File: src/include/sofs_defs.vh
`ifndef SOFS_DEFS_VH
`define SOFS_DEFS_VH

// function codes
`define SOFS_FN_DYN_BRAKE   5'h0f
`define SOFS_FN_FOLDBACK    5'h10
`define SOFS_FN_FAULT       5'h11
`define SOFS_FN_ALARM       5'h12
`define SOFS_FN_CMD_FWD     5'h13
`define SOFS_FN_CMD_REV     5'h14
`define SOFS_FN_MOT_FWD     5'h15
`define SOFS_FN_MOT_REV     5'h16
`define SOFS_FN_PROC_ERR    5'h17
`define SOFS_FN_NETWORK     5'h18
`define SOFS_FN_AT_POS      5'h19
`define SOFS_FN_IN_MOTION   5'h1a
`define SOFS_FN_PLC         5'h1b
`define SOFS_FN_RTC         5'h1c
`define SOFS_FN_POWERED     5'h1d
`define SOFS_FN_HEATER      5'h1e
`define SOFS_FN_CONTACTOR   5'h1f

// apb register map, byte addresses
`define SOFS_ADDR_SEL       12'h000
`define SOFS_ADDR_POS_TOL   12'h004
`define SOFS_ADDR_SPD_THR   12'h008
`define SOFS_ADDR_PROC_TOL  12'h00c
`define SOFS_ADDR_NET_CMD   12'h010
`define SOFS_ADDR_CTC_DLY   12'h014
`define SOFS_ADDR_STATUS    12'h018

// reset values
`define SOFS_RST_SEL        32'h0000_0000
`define SOFS_RST_TOL        16'h0000
`define SOFS_RST_DLY        16'h0000
`define SOFS_RST_NET        4'h0

// field layout of the select register: one 8-bit lane per output
`define SOFS_SEL_LANE       8

`endif

File: src/hw/sofs_status_select.v
`timescale 1ns/1ps
`include "sofs_defs.vh"

module sofs_status_select #(
    parameter N_OUT = 4,
    parameter TOL_W = 16
) (
    input  wire               core_clk,
    input  wire               rst_n,
    input  wire               psel,
    input  wire               penable,
    input  wire               pwrite,
    input  wire [11:0]        paddr,
    input  wire [31:0]        pwdata,
    output wire [31:0]        prdata,
    output wire               pready,
    output wire               pslverr,
    input  wire               dynBrakeOn,
    input  wire               foldbackActive,
    input  wire               voltsPerHertzControl,
    input  wire               faultPresent,
    input  wire               alarmPresent,
    input  wire               cmdForward,
    input  wire               cmdReverse,
    input  wire               motorForward,
    input  wire               motorReverse,
    input  wire [TOL_W-1:0]   processErrorMag,
    input  wire [TOL_W-1:0]   positionErrorMag,
    input  wire [TOL_W-1:0]   motorSpeedMag,
    input  wire [N_OUT-1:0]   plcOut,
    input  wire [N_OUT-1:0]   rtcOut,
    input  wire               busUp,
    input  wire               heaterActive,
    input  wire               runRequest,
    output wire               driveEnable,
    output reg  [N_OUT-1:0]   statusOut
);
    wire [`SOFS_SEL_LANE*N_OUT-1:0] funcSel;
    wire [TOL_W-1:0]                posTol;
    wire [TOL_W-1:0]                spdThr;
    wire [TOL_W-1:0]                procTol;
    wire [N_OUT-1:0]                netCmd;
    wire [TOL_W-1:0]                ctcDelay;
    wire                            contactorOn;

    sofs_apb_regs #(
        .N_OUT (N_OUT),
        .TOL_W (TOL_W)
    ) u_regs (
        .core_clk  (core_clk),
        .rst_n     (rst_n),
        .psel      (psel),
        .penable   (penable),
        .pwrite    (pwrite),
        .paddr     (paddr),
        .pwdata    (pwdata),
        .prdata    (prdata),
        .pready    (pready),
        .pslverr   (pslverr),
        .statusOut (statusOut),
        .funcSel   (funcSel),
        .posTol    (posTol),
        .spdThr    (spdThr),
        .procTol   (procTol),
        .netCmd    (netCmd),
        .ctcDelay  (ctcDelay)
    );

    sofs_contactor_seq #(
        .DLY_W (TOL_W)
    ) u_ctc (
        .core_clk    (core_clk),
        .rst_n       (rst_n),
        .runRequest  (runRequest),
        .delayCycles (ctcDelay),
        .contactorOn (contactorOn),
        .driveEnable (driveEnable)
    );

    ////////////////////////////////////////////////////////////////////////////
    // shared condition terms
    wire atPosition = (positionErrorMag <= posTol) && (motorSpeedMag <= spdThr);
    wire inMotion   = (positionErrorMag > posTol) || (motorSpeedMag > spdThr);
    wire procErr    = processErrorMag > procTol;

    function condition;
        input [7:0] code;
        input       netBit;
        input       plcBit;
        input       rtcBit;
        begin
            case (code[4:0] & {5{code[7:5] == 3'b000}})
                `SOFS_FN_DYN_BRAKE: condition = dynBrakeOn;
                `SOFS_FN_FOLDBACK:  condition = foldbackActive & voltsPerHertzControl;
                `SOFS_FN_FAULT:     condition = faultPresent;
                `SOFS_FN_ALARM:     condition = alarmPresent;
                `SOFS_FN_CMD_FWD:   condition = cmdForward;
                `SOFS_FN_CMD_REV:   condition = cmdReverse;
                `SOFS_FN_MOT_FWD:   condition = motorForward;
                `SOFS_FN_MOT_REV:   condition = motorReverse;
                `SOFS_FN_PROC_ERR:  condition = procErr;
                `SOFS_FN_NETWORK:   condition = netBit;
                `SOFS_FN_AT_POS:    condition = atPosition;
                `SOFS_FN_IN_MOTION: condition = inMotion;
                `SOFS_FN_PLC:       condition = plcBit;
                `SOFS_FN_RTC:       condition = rtcBit;
                `SOFS_FN_POWERED:   condition = busUp & ~faultPresent;
                `SOFS_FN_HEATER:    condition = heaterActive;
                `SOFS_FN_CONTACTOR: condition = contactorOn;
                default:            condition = 1'b0;
            endcase
        end
    endfunction

    ////////////////////////////////////////////////////////////////////////////
    // per-output selection, registered in one process so the vector has one driver
    wire [N_OUT-1:0] next_statusOut;

    genvar gi;
    generate
        for (gi = 0; gi < N_OUT; gi = gi + 1) begin : g_out
            wire [7:0] code = funcSel[gi*`SOFS_SEL_LANE +: `SOFS_SEL_LANE];
            assign next_statusOut[gi] = condition(code, netCmd[gi], plcOut[gi], rtcOut[gi]);
        end
    endgenerate

    always @(posedge core_clk) begin
        if (!rst_n)
            statusOut <= {N_OUT{1'b0}};
        else
            statusOut <= next_statusOut;
    end
endmodule

File: src/hw/sofs_contactor_seq.v
`timescale 1ns/1ps
`include "sofs_defs.vh"

// contactor sequencing: close before drive enable, open after drive disable
module sofs_contactor_seq #(
    parameter DLY_W = 16
) (
    input  wire             core_clk,
    input  wire             rst_n,
    input  wire             runRequest,
    input  wire [DLY_W-1:0] delayCycles,
    output reg              contactorOn,
    output reg              driveEnable
);
    localparam ST_OPEN    = 2'd0;
    localparam ST_CLOSING = 2'd1;
    localparam ST_RUN     = 2'd2;
    localparam ST_OPENING = 2'd3;

    reg [1:0]       state;
    reg [DLY_W-1:0] count;

    always @(posedge core_clk) begin
        if (!rst_n) begin
            state       <= ST_OPEN;
            count       <= `SOFS_RST_DLY;
            contactorOn <= 1'b0;
            driveEnable <= 1'b0;
        end else begin
            case (state)
                ST_OPEN: begin
                    if (runRequest) begin
                        contactorOn <= 1'b1;
                        count       <= delayCycles;
                        state       <= ST_CLOSING;
                    end
                end
                ST_CLOSING: begin
                    if (!runRequest) begin
                        contactorOn <= 1'b0;
                        state       <= ST_OPEN;
                    end else if (count == {DLY_W{1'b0}}) begin
                        driveEnable <= 1'b1;
                        state       <= ST_RUN;
                    end else begin
                        count <= count - 1'b1;
                    end
                end
                ST_RUN: begin
                    if (!runRequest) begin
                        driveEnable <= 1'b0;
                        count       <= delayCycles;
                        state       <= ST_OPENING;
                    end
                end
                default: begin
                    if (count == {DLY_W{1'b0}}) begin
                        contactorOn <= 1'b0;
                        state       <= ST_OPEN;
                    end else begin
                        count <= count - 1'b1;
                    end
                end
            endcase
        end
    end
endmodule

File: src/hw/sofs_apb_regs.v
`timescale 1ns/1ps
`include "sofs_defs.vh"

// apb slave holding the configuration; zero wait states
module sofs_apb_regs #(
    parameter N_OUT = 4,
    parameter TOL_W = 16
) (
    input  wire                          core_clk,
    input  wire                          rst_n,
    input  wire                          psel,
    input  wire                          penable,
    input  wire                          pwrite,
    input  wire [11:0]                   paddr,
    input  wire [31:0]                   pwdata,
    output reg  [31:0]                   prdata,
    output wire                          pready,
    output wire                          pslverr,
    input  wire [N_OUT-1:0]              statusOut,
    output reg  [`SOFS_SEL_LANE*N_OUT-1:0] funcSel,
    output reg  [TOL_W-1:0]              posTol,
    output reg  [TOL_W-1:0]              spdThr,
    output reg  [TOL_W-1:0]              procTol,
    output reg  [N_OUT-1:0]              netCmd,
    output reg  [TOL_W-1:0]              ctcDelay
);
    wire access = psel & penable;
    wire wrEn   = access & pwrite;

    function mapped;
        input [11:0] a;
        begin
            mapped = (a == `SOFS_ADDR_SEL) || (a == `SOFS_ADDR_POS_TOL) ||
                     (a == `SOFS_ADDR_SPD_THR) || (a == `SOFS_ADDR_PROC_TOL) ||
                     (a == `SOFS_ADDR_NET_CMD) || (a == `SOFS_ADDR_CTC_DLY) ||
                     (a == `SOFS_ADDR_STATUS);
        end
    endfunction

    assign pready  = 1'b1;
    assign pslverr = access & ~mapped(paddr);

    always @(posedge core_clk) begin
        if (!rst_n) begin
            funcSel  <= `SOFS_RST_SEL;
            posTol   <= `SOFS_RST_TOL;
            spdThr   <= `SOFS_RST_TOL;
            procTol  <= `SOFS_RST_TOL;
            netCmd   <= {N_OUT{1'b0}};
            ctcDelay <= `SOFS_RST_DLY;
        end else if (wrEn) begin
            if (paddr == `SOFS_ADDR_SEL)
                funcSel <= pwdata[`SOFS_SEL_LANE*N_OUT-1:0];
            else if (paddr == `SOFS_ADDR_POS_TOL)
                posTol <= pwdata[TOL_W-1:0];
            else if (paddr == `SOFS_ADDR_SPD_THR)
                spdThr <= pwdata[TOL_W-1:0];
            else if (paddr == `SOFS_ADDR_PROC_TOL)
                procTol <= pwdata[TOL_W-1:0];
            else if (paddr == `SOFS_ADDR_NET_CMD)
                netCmd <= pwdata[N_OUT-1:0];
            else if (paddr == `SOFS_ADDR_CTC_DLY)
                ctcDelay <= pwdata[TOL_W-1:0];
        end
    end

    always @(*) begin
        prdata = 32'h0000_0000;
        if (paddr == `SOFS_ADDR_SEL)
            prdata[`SOFS_SEL_LANE*N_OUT-1:0] = funcSel;
        else if (paddr == `SOFS_ADDR_POS_TOL)
            prdata[TOL_W-1:0] = posTol;
        else if (paddr == `SOFS_ADDR_SPD_THR)
            prdata[TOL_W-1:0] = spdThr;
        else if (paddr == `SOFS_ADDR_PROC_TOL)
            prdata[TOL_W-1:0] = procTol;
        else if (paddr == `SOFS_ADDR_NET_CMD)
            prdata[N_OUT-1:0] = netCmd;
        else if (paddr == `SOFS_ADDR_CTC_DLY)
            prdata[TOL_W-1:0] = ctcDelay;
        else if (paddr == `SOFS_ADDR_STATUS)
            prdata[N_OUT-1:0] = statusOut;
    end
endmodule

File: config.mk
export PLATFORM = sky130hd
export DESIGN_NAME = sofs_status_select
export DESIGN_NICKNAME = d
export VERILOG_FILES = /design/src/hw/sofs_status_select.v /design/src/hw/sofs_contactor_seq.v /design/src/hw/sofs_apb_regs.v
export VERILOG_INCLUDE_DIRS = /design/src /design/src/include
export SDC_FILE = /design/constraint.sdc
export NUM_CORES = 1
export LEC_CHECK = 0
export BUFFER_PORTS_ARGS = -buffer_cell sky130_fd_sc_hd__buf_4
export CORE_MARGIN = 2
export CORE_UTILIZATION = 45
export CTS_BUF_LIST = sky130_fd_sc_hd__clkbuf_4 sky130_fd_sc_hd__clkbuf_8 sky130_fd_sc_hd__clkbuf_16
export CTS_CLUSTER_DIAMETER = 50
export CTS_CLUSTER_SIZE = 28
export DETAILED_ROUTE_END_ITERATION = 6
export GPL_TIMING_DRIVEN = 1
export PLACE_DENSITY = 0.67
export SYNTH_ARGS = -nofsm -noshare
export SYNTH_HDL_FRONTEND = slang
export SYNTH_SLANG_ARGS = --single-unit
export TNS_END_PERCENT = 10
File: constraint.sdc
create_clock -name core_clk -period 2.45 [get_ports core_clk]
set_input_delay 0.1225 -clock core_clk [delete_from_list [all_inputs] [get_ports core_clk]]
set_output_delay 0.1225 -clock core_clk [all_outputs]
set_load 0.005 [all_outputs]
; ---- Yosys cells after proc, flatten, opt, wreduce, memory -nomap -nowiden
; Index checks and enable logic that the tools add are counted.
[word_totals]
elab_cells = 176
out_inout_bits = 39
ff_bits = 124
[op_classes]
n_reduce_logical = 28
bitwise = 17
n_eq_ne = 82
mux = 32
n_addsub = 1
n_lt_le_gt_ge = 5
[ops]
columns = op, n
row1 = "5-bit == test, second input constant", 64
row2 = 16-bit 2-to-1 mux, 9
row3 = 1-bit case mux with 17 select lines, 4
row4 = 16-bit > comparator, 3
row5 = 16-bit case mux with 3 select lines, 1
row6 = "12-bit by 5-bit == test with 1-bit output, second input constant", 3
row7 = 16-bit less-or-equal comparator, 2
row8 = "12-bit by 4-bit == test with 1-bit output, second input constant", 2
row9 = 12-bit 2-to-1 mux, 2
row10 = 5-bit bitwise AND, 4
row11 = "5-bit by 4-bit == test with 1-bit output, second input constant", 4
row12 = 16-bit logical NOT, 1
row13 = 4-bit AND reduction, 4
row14 = "16-bit by 1-bit subtractor with 16-bit output, second input constant", 1
row15 = "12-bit by 3-bit == test with 1-bit output, second input constant", 1
row16 = 12-bit logical NOT, 1
row17 = 3-bit logical NOT, 4
row18 = 4-bit 2-to-1 mux, 3
row19 = 2-bit 2-to-1 mux, 5
row20 = "2-bit != test, second input constant", 4
row21 = 1-bit inverter, 8
row22 = 1-bit logical OR, 7
row23 = 7-bit AND reduction, 1
row24 = 2-bit case mux with 3 select lines, 1
row25 = other kinds (17), 26

; ---- Longest topological paths before layout
; Gate-level depths: netlist of run 1.
[logic_depth]
depth_word = 9
ltp_mapped = 9

; ---- Hierarchy
; A second synthesis of run 1 with hierarchy kept.
[unflattened]
cells_unflattened = 1019
hier_area_um2 = 8343.0
[by_module_without_submodules]
columns = mod, cells_each, area_each_um2, n_inst
row1 = sofs_apb_regs, 525, 4797.1, 1
row2 = sofs_status_select, 323, 2252.2, 1
row3 = sofs_contactor_seq, 171, 1293.7, 1

; ---- Worst setup path before layout of run 1
; Ideal clock, no wire load.
[synth_path]
path_type = reg-to-reg
start = reg u_regs.posTol[1]
end = reg statusOut[0]
period_less_slack_ps = 2183
t_required_ps = 2371
stages_incl_launch_ff = 10
arrival_ps = 2104
setup_ps = 79
setup_slack_ps = 267
path_cell_list = dfxtp_1 -> inv_1 -> ha_1 -> nor2b_1 -> o211ai_1 -> a2111o_1 -> o211a_1 -> o22ai_2 -> or4b_1 -> o211ai_1
[synth_via]
elab_chain_cells = 3
elab_cells_between_ends = 5
[synth_rtl]
columns = item, line
row1 = "start, declared", sofs_apb_regs.v:21  ; output reg [TOL_W-1:0] posTol,
row2 = "start signal, assigned", sofs_apb_regs.v:46  ; posTol <= `SOFS_RST_TOL;
row3 = "start signal, assigned", sofs_apb_regs.v:55  ; posTol <= pwdata[TOL_W-1:0];
row4 = 16-bit > comparator or 16-bit less-or-equal comparator (tied branches), "sofs_status_select.v:83, sofs_status_select.v:82"
row5 = 1-bit logical OR or 1-bit logical AND (tied branches), "sofs_status_select.v:83, sofs_status_select.v:82"
row6 = 1-bit case mux with 17 select lines (*), sofs_status_select.v:92  ; case (code[4:0] & {5{code[7:5] == 3'b000}})
row7 = "end signal, assigned", sofs_status_select.v:129  ; statusOut <= {N_OUT{1'b0}};
row8 = "end signal, assigned", sofs_status_select.v:131  ; statusOut <= next_statusOut;
row9 = "end, declared", sofs_status_select.v:36  ; output reg [N_OUT-1:0] statusOut
; Every way passes the cells marked *; elsewhere a longest branch is shown, timed or not.
; A chain may end at the register's enable or synchronous reset.

; ---- Final worst setup path of run 1
; Ends and elaborated chain as after synthesis.

==> flow_metrics.tcl, run 1 <==
set metrics [dict create \
    ff2ff_path_depth 9 \
    hold_class "in -> reg" \
    cp_max_fo 3 \
    synth_nets 1175 \
    hold_violations 0 \
    start_util_pct 46.15 \
    endpoint_kind "register" \
    synth_top_family_by_area "simple AND/OR/NAND/NOR gates" \
    grt_pass1_vias 7321 \
    maxSlewViolCount 0 \
    layout-drive-gt1-share_pct 21.97 \
    status "complete, no violations" \
    crit_family "compound AO/OA/AOI/OAI gates" \
    grt_max_degree 88 \
    ios 156 \
    worstMarginPinSlew_ns 0.6643 \
    syn_to_final_growth_pct 29.72 \
    clock_latency_ns 0.42 \
    fp.dieH_microns 137.2 \
    yosysTopAreaCell "dfxtp_1" \
    async_flop_share_pct 0 \
    synthTopCellsByCount "nand2_1 (227), dfxtp_1 (124), a21boi_0 (64), inv_1 (56), ha_1 (49)" \
    synthCells 1009 \
    p_leak_nw 3.887 \
    grt_antenna_before_repair 0 \
    setup_violations 0 \
    synth_mux_area_share_pct 7.602 \
    netlist_area_sq_um 7983 \
    avgSynthCellArea_sq_um 7.911 \
    drtAntennaViolNets 0 \
    layout_setup_ws_ns 0.08065 \
    synthXorXnorAreaFrac_pct 0 \
    rows 48 \
    clock_sinks 124 \
    yosysTopAreaCellShare_pct 31.10 \
    seq_area_frac_synth_pct 31.10 \
    cp.buffers_inverters 1 \
    power.density_nw_per_um2 520.9 \
    hold_ws_ns 0.01468 \
    fin_crit_sh_pct 96.71 \
    ys_top_cells_by_area "dfxtp_1 (31%), nand2_1 (11%), ha_1 (7.7%)" \
    synthAdderAreaFrac_pct 7.680 \
    path_cells "inv_1 -> ha_1 -> nor2b_1 -> o211ai_1 -> a2111o_1 -> o211a_1 -> o22ai_4 -> or4b_1 -> o211ai_1" \
    startpoint_type "register" \
    cts.clk_slew.worst_paths_ns 0.06 \
    dpl_worst_slack_ns -0.07827 \
    htreeDepth 4 \
    first_iter_violations 915 \
    layout_min_cycle_time_ns 2.369 \
    grt_pass1_wl_mm 39.99 \
    slew-limit-headroom_pct 55.09 \
    dieArea_sq_um 18820 \
    firstDrtPassIters 5 \
    vias 8200 \
    synthSimpleGateAreaFrac_pct 27.04 \
    r2r_slack_ns 0.08 \
    path_class "reg -> reg" \
    crit_path_max_incr_delay_ns 0.46 \
    cpMaxStageDelayCell "or4b_1" \
    grt_util_all_layers_pct 27.78 \
    nets 1350 \
    arrival_ns 2.71 \
    wl_mm 26.07 \
    whs_path_depth 3 \
    min-delay-start "pwdata[14]" \
    rsz0062_at_grt "yes" \
    fmaxAchievable_mhz 422.1 \
    wl_per_cell_microns 18.33 \
    synth_edf_count 0 \
    numCtsBuffers 17 \
    portBuffers 154 \
    overflow 0 \
    core_sq_um 17300 \
    die_w_microns 137.2 \
    yosysWarnings 0 \
    r2r-start "u_regs.posTol[1]$_SDFFE_PN0P_" \
    cts_tree "yes" \
    maxCapViolations 0 \
    yosysMostFrequentCell "nand2_1" \
    utilization_pct 59.87 \
    fin_skew_ns 0.009381 \
    cts_root_buffer "clkbuf_16" \
    synth_ff_type "dfxtp_1" \
    vias_per_cell 5.767 \
    synth_seq_cells 124 \
    worst_ep_required_time_ns 2.79 \
    synth_cell_types 75 \
    drc 0 \
    synth_compound_area_share_pct 20.88 \
    path_common_cell "o211ai_1" \
    r2r_end "statusOut[0]$_SDFF_PN0_" \
    gp_congestion 0.9300 \
    cts.path.max_buffers 2 \
    peakVddDrop_mv 0.5257 \
    place_hpwl_mm 19.19 \
    hold_end "u_regs.procTol[14]$_SDFFE_PN0P_" \
    antennaDiodeCount 0 \
]
==> per-stage QoR <==
stage	cells	power [mW]	TNS [ns]	area [sq um]
2_1_floorplan	1009	2.516	0	7983
3_5_place_dp	1367	2.841	-0.1444	9475
3_3_place_gp	1367	2.834	-0.03088	9475
6_report	1422	5.394	0	10350
4_1_cts	1420	5.388	0	10290
5_1_grt	1422	5.558	-0.1128	10350
==> power by group <==
| part | internal, mW | total, mW | switching, mW |
|---|---|---|---|
| combinational | 0.381 | 0.766 | 0.385 |
| sequential | 2.04 | 2.08 | 0.0332 |
| clock | 1.61 | 2.55 | 0.941 |
==> layout by cell type, fill, tap and decap left out, types with 12 or more instances in the layout <==
cell             n
a21boi_0        64
nor3_1          17
a21oi_1         40
and2_1          25
nand4_1         15
nand2_1        227
buf_4          192
a21boi_1        19
nand3_1         25
a222oi_1        12
inv_1           56
o21ai_0         28
dfxtp_1        124
clkbuf_16       17
dlygate4sd3_1   21
nor2b_1         31
nor2_1          21
mux2i_1         46
ha_1            49
==> worst max-delay path by stage <==
stage                                     from                 endpoint  slack, ns  cells past startpoint
2_1_floorplan    u_regs.posTol[1]$_SDFFE_PN0P_  statusOut[0]$_SDFF_PN0_       0.27                      9
3_3_place_gp   u_regs.procTol[11]$_SDFFE_PN0P_  statusOut[3]$_SDFF_PN0_      -0.03                      9
3_5_place_dp   u_regs.procTol[11]$_SDFFE_PN0P_  statusOut[1]$_SDFF_PN0_      -0.08                      9
4_1_cts        u_regs.procTol[11]$_SDFFE_PN0P_  statusOut[1]$_SDFF_PN0_       0.03                      9
5_1_grt          u_regs.posTol[1]$_SDFFE_PN0P_  statusOut[0]$_SDFF_PN0_      -0.06                      9
6_report         u_regs.posTol[1]$_SDFFE_PN0P_  statusOut[0]$_SDFF_PN0_       0.08                      9
==> layout make-up <==
class	count	area [sq um]
sequential	124	2482
timing repair buffer	214	1672
inverter	56	210.2
fill	1600	6942
multi-input combinational	771	5107
clock buffer	22	488.0
clock inverter	10	113.9
tap	225	281.5
==> cells by family (layout without fill, tap and decap cells) <==
kind of cell / after synthesis / in the layout
muxes: 56 / 56
DFF: 124 / 124
buffers and inverters: 114 / 302
and+or+nand+nor: 431 / 431
adders and majority gates: 49 / 49
other: 1 / 1
AOI/OAI and AO/OA: 234 / 234
==> routing by layer <==
| metal | vias up | track usage [%] | wire length, microns |
|---|---|---|---|
| met3 | 34 | 4.599 | 2115 |
| met4 | 0 | 6.586 | 429 |
| met1 | 3847 | 40.37 | 11950 |
| met2 | 373 | 42.90 | 11580 |
| li1 | 3946 | - | - |
| met5 | - | 0 | 0 |
==> tightest hold or removal path: cells and delay by family <==
kind | cells | cell delay (ns)
and+or+nand+nor | 1 | 0.06
buffers and inverters | 1 | 0.15
AOI/OAI and AO/OA | 1 | 0.05
==> state kept, by name (all words and copies together) (netlist names) <==
| name | flops |
|---|---|
| u_regs.funcSel | 32 |
| u_ctc.count | 16 |
| u_regs.ctcDelay | 16 |
| u_regs.posTol | 16 |
| u_regs.procTol | 16 |
| u_regs.spdThr | 16 |
| statusOut | 4 |
| u_regs.netCmd | 4 |
| u_ctc.state | 2 |
| u_ctc.contactorOn | 1 |
| u_ctc.driveEnable | 1 |
==> repair_timing <==
action | 4_1_cts | 5_1_grt
hold buffers | 21 | 0
endpoints found under the setup margin | 3 | 4
pin swaps | 0 | 4
buffers inserted | 0 | 2
hold endpoints to repair | 27 | 0
gates resized for setup | 1 | 10
Note: power is estimated with default switching activity, not from simulation.
==> run 2: changes to the inputs <==
- SYNTH_HIERARCHICAL: default -> 1
==> run 2 against run 1 <==
Clock-buffer cell count grew 2. Sequential share of layout area shrank 0.73 points. Fmax shrank 0.16%. The run now ends with design-rule violations left. Design area grew 3.2%. Via count grew 1.7%. Hold slack gained 0.17 ns. Critical endpoint is now statusOut[2]$_SDFF_PN0_. Area after synthesis grew 4.5%. First-iteration DRC count shrank 34%. Synthesized cell count grew 0.99%. Sequential cell count is the same. Die area grew 4.4%. Critical path type unchanged.
==> flow_metrics.tcl, run 2 <==
set metrics [dict create \
    status "finished, violations left" \
    violations "design-rule violations" \
    synth_top_family_by_area "simple AND/OR/NAND/NOR gates" \
    ys_top_cells_by_area "dfxtp_1 (30%), mux2i_1 (15%), nand2_1 (7.6%)" \
    drtAntennaViolNets 0 \
    power.internal_mw 4.160 \
    worst_ep_required_time_ns 2.76 \
    maxCapViolations 0 \
    fp.dieH_microns 140.2 \
    synth_seq_cells 124 \
    synth_edf_count 0 \
    cts.clk_slew.worst_paths_ns 0.06 \
    path_class "reg -> reg" \
    peakVddDrop_mv 0.5080 \
    synth_ff_type "dfxtp_1" \
    r2r-start "u_regs/procTol[1]$_SDFFE_PN0P_" \
    hold_violations 0 \
    p_comb_share_pct 19.5 \
    r2r_end "statusOut[2]$_SDFF_PN0_" \
    stdcell_area_sq_um 10690 \
    fin_crit_sh_pct 96.86 \
    ff2ff_path_depth 9 \
    antennaDiodeCount 0 \
    rows 49 \
    clkPwrFrac_pct 43.9 \
    synth_nets 1185 \
    cts.path.max_buffers 2 \
    mostFrequentLayoutCell "buf_4" \
    p_sw_share_pct 27.86 \
    vias_per_cell 5.840 \
    endpoint_kind "register" \
    setup_violations 0 \
    layout-drive-gt1-share_pct 22.77 \
    largest_register "u_regs/funcSel" \
    hold_ws_ns 0.1811 \
    place_hpwl_mm 19.33 \
    portBuffers 154 \
    cts_tree "yes" \
    largest_reg_flops 32 \
    seq_area_frac_synth_pct 29.75 \
    cp_max_fo 4 \
    fillers 1616 \
    wl_per_cell_microns 18.96 \
    dpl_cell_area_sq_um 9817 \
    min-delay-start "runRequest" \
    core_sq_um 18090 \
    p_leak_nw 4.361 \
    netlist_area_sq_um 8343 \
    async_flop_share_pct 0 \
    clock_sinks 124 \
    nets 1352 \
    avgSynthCellArea_sq_um 8.187 \
    power.density_nw_per_um2 539.4 \
    grt_max_degree 55 \
    grt_antenna_before_repair 0 \
    power.switching_mw 1.606 \
    vias 8340 \
    yosysTopAreaCellShare_pct 29.75 \
    wl_mm 27.08 \
    synthAdderAreaFrac_pct 7.349 \
    ios 156 \
    fmaxAchievable_mhz 421.4 \
    overflow 0 \
    synthTopCellsByCount "nand2_1 (170), mux2i_1 (125), dfxtp_1 (124), inv_1 (63), ha_1 (49)" \
    synthXorXnorAreaFrac_pct 0.1050 \
    yosysTopAreaCell "dfxtp_1" \
    synth_compound_area_share_pct 14.92 \
    firstDrtPassIters 7 \
    grt_pass1_vias 7852 \
    yosysMostFrequentCell "nand2_1" \
    final_cell_mix "buf_4 (198), nand2_1 (170), mux2i_1 (124)" \
    grt_util_all_layers_pct 26.84 \
    arrival_ns 2.68 \
    start_util_pct 46.13 \
    gp_congestion 0.9295 \
    syn_to_final_growth_pct 28.13 \
    layout_min_cycle_time_ns 2.373 \
    cts_root_buffer "clkbuf_16" \
    clock_latency_ns 0.42 \
    die_w_microns 140.2 \
    dieArea_sq_um 19640 \
    numCtsBuffers 17 \
    synth_mux_area_share_pct 16.08 \
    synthSimpleGateAreaFrac_pct 24.66 \
    htreeDepth 4 \
    drc 8 \
    fin_skew_ns 0.009014 \
    yosysWarnings 6 \
    startpoint_type "register" \
    setup.worst_path.end "statusOut[2]$_SDFF_PN0_" \
    r2r_slack_ns 0.08 \
    maxSlewViolCount 0 \
    first_iter_violations 601 \
    hold_class "in -> reg" \
    grt_pass1_wl_mm 41.54 \
    synth_cell_types 71 \
    synthCells 1019 \
    crit_start "u_regs/procTol[1]$_SDFFE_PN0P_" \
    slew-limit-headroom_pct 59.27 \
    worstMarginPinSlew_ns 0.6109 \
    seq_power_share_pct 36.7 \
]
-- run 2: cell count changes after synthesis, sizes merged, moves of 10 or more --
cell    previous run  this run
a21boi            83         3
mux2i             46       125
nand2            228       170
and2              26         5
nor2              24        44
and3              10        25
buf               12        27
nand3b             6        20
o32ai              0        14
nor2b             31        18
a222oi            12         0
a31oi              1        12
a221oi             6        16
o221ai            10         0
-- run 2: layout make-up --
cell class | count | area (sq um) | area share [%]
clock buffer | 24 | 496.7 | 4.647
clock inverter | 8 | 90.09 | 0.8427
inverter | 63 | 236.5 | 2.212
multi-input combinational | 761 | 5349 | 50.03
sequential | 124 | 2485 | 23.24
tap | 229 | 286.5 | 2.680
timing repair buffer | 219 | 1747 | 16.34
-- run 2: power by group through the flow --
stage | sequential [mW] | clock, mW | combinational, mW
global placement | 2.15 | 0 | 1.06
floorplan | 2.13 | 0 | 0.682
detailed placement | 2.15 | 0 | 1.06
finish | 2.11 | 2.53 | 1.12
global route | 2.12 | 2.64 | 1.23
CTS | 2.11 | 2.55 | 1.10
-- run 2: how the worst min path moves through the flow --
| stage | endpoint | slack (ns) | cells after the start |
|---|---|---|---|
| finish | u_ctc/driveEnable$_SDFFE_PN0P_ | 0.18 | 4 |
| global placement | u_regs/funcSel[21]$_SDFFE_PN0P_ | 0.38 | 3 |
| detailed placement | u_regs/funcSel[22]$_SDFFE_PN0P_ | 0.39 | 3 |
| global route | u_regs/ctcDelay[6]$_SDFFE_PN0P_ | 0.18 | 3 |
| floorplan | statusOut[1]$_SDFF_PN0_ | 0.26 | 2 |
| CTS | u_regs/posTol[7]$_SDFFE_PN0P_ | 0.15 | 3 |
-- run 2: stage by stage --
stage / util (%) / std cells / worst slack [ns] / power (mW) / setup TNS (ns)
floorplan: - / 1019 / 0.3103 / 2.816 / 0
global placement: 54.28 / 1374 / -0.1761 / 3.214 / -0.3725
detailed placement: 54.28 / 1374 / -0.2098 / 3.217 / -0.5465
CTS: 58.69 / 1425 / 0.009238 / 5.755 / 0
global route: 59.11 / 1428 / -0.006926 / 5.982 / -0.006926
finish: 59.11 / 1428 / 0.07685 / 5.766 / 0
-- run 2: repair_timing --
item                       CTS  global route
hold buffers                16             0
pin swaps                    6             8
setup endpoints to repair    4             4
buffers inserted             3             3
resized for setup            6            10
hold endpoints to repair    16             0
-- run 2: routing by layer --
layer	track usage (%)	vias to the layer above	share of wire [%]	routed length [microns]
met1	34.17	3934	42	11450
li1	-	4026	-	-
met2	45.64	332	49	13170
met5	0	-	0	0
met3	5.470	48	7.0	1892
met4	8.612	0	2.1	562
-- run 2: kinds of logic (layout without fill, tap and decap cells) --
| kind of cell | Yosys count | after routing |
|---|---|---|
| adders and majority gates | 49 | 49 |
| DFF | 124 | 124 |
| and+or+nand+nor | 398 | 398 |
| other | 1 | 1 |
| xor gates and xnor gates | 1 | 1 |
| buffers and inverters | 134 | 314 |
| muxes | 133 | 133 |
| AOI/OAI and AO/OA | 179 | 179 |
-- run 2: critical path, cell delays in order, from the launching register on --
cell,delay [ns]
dfxtp_2,0.31
inv_1,0.08
ha_4,0.20
nor2b_1,0.12
o211ai_1,0.30
a2111oi_2,0.15
or4b_4,0.58
a31oi_1,0.21
o31ai_1,0.08
a211o_1,0.22
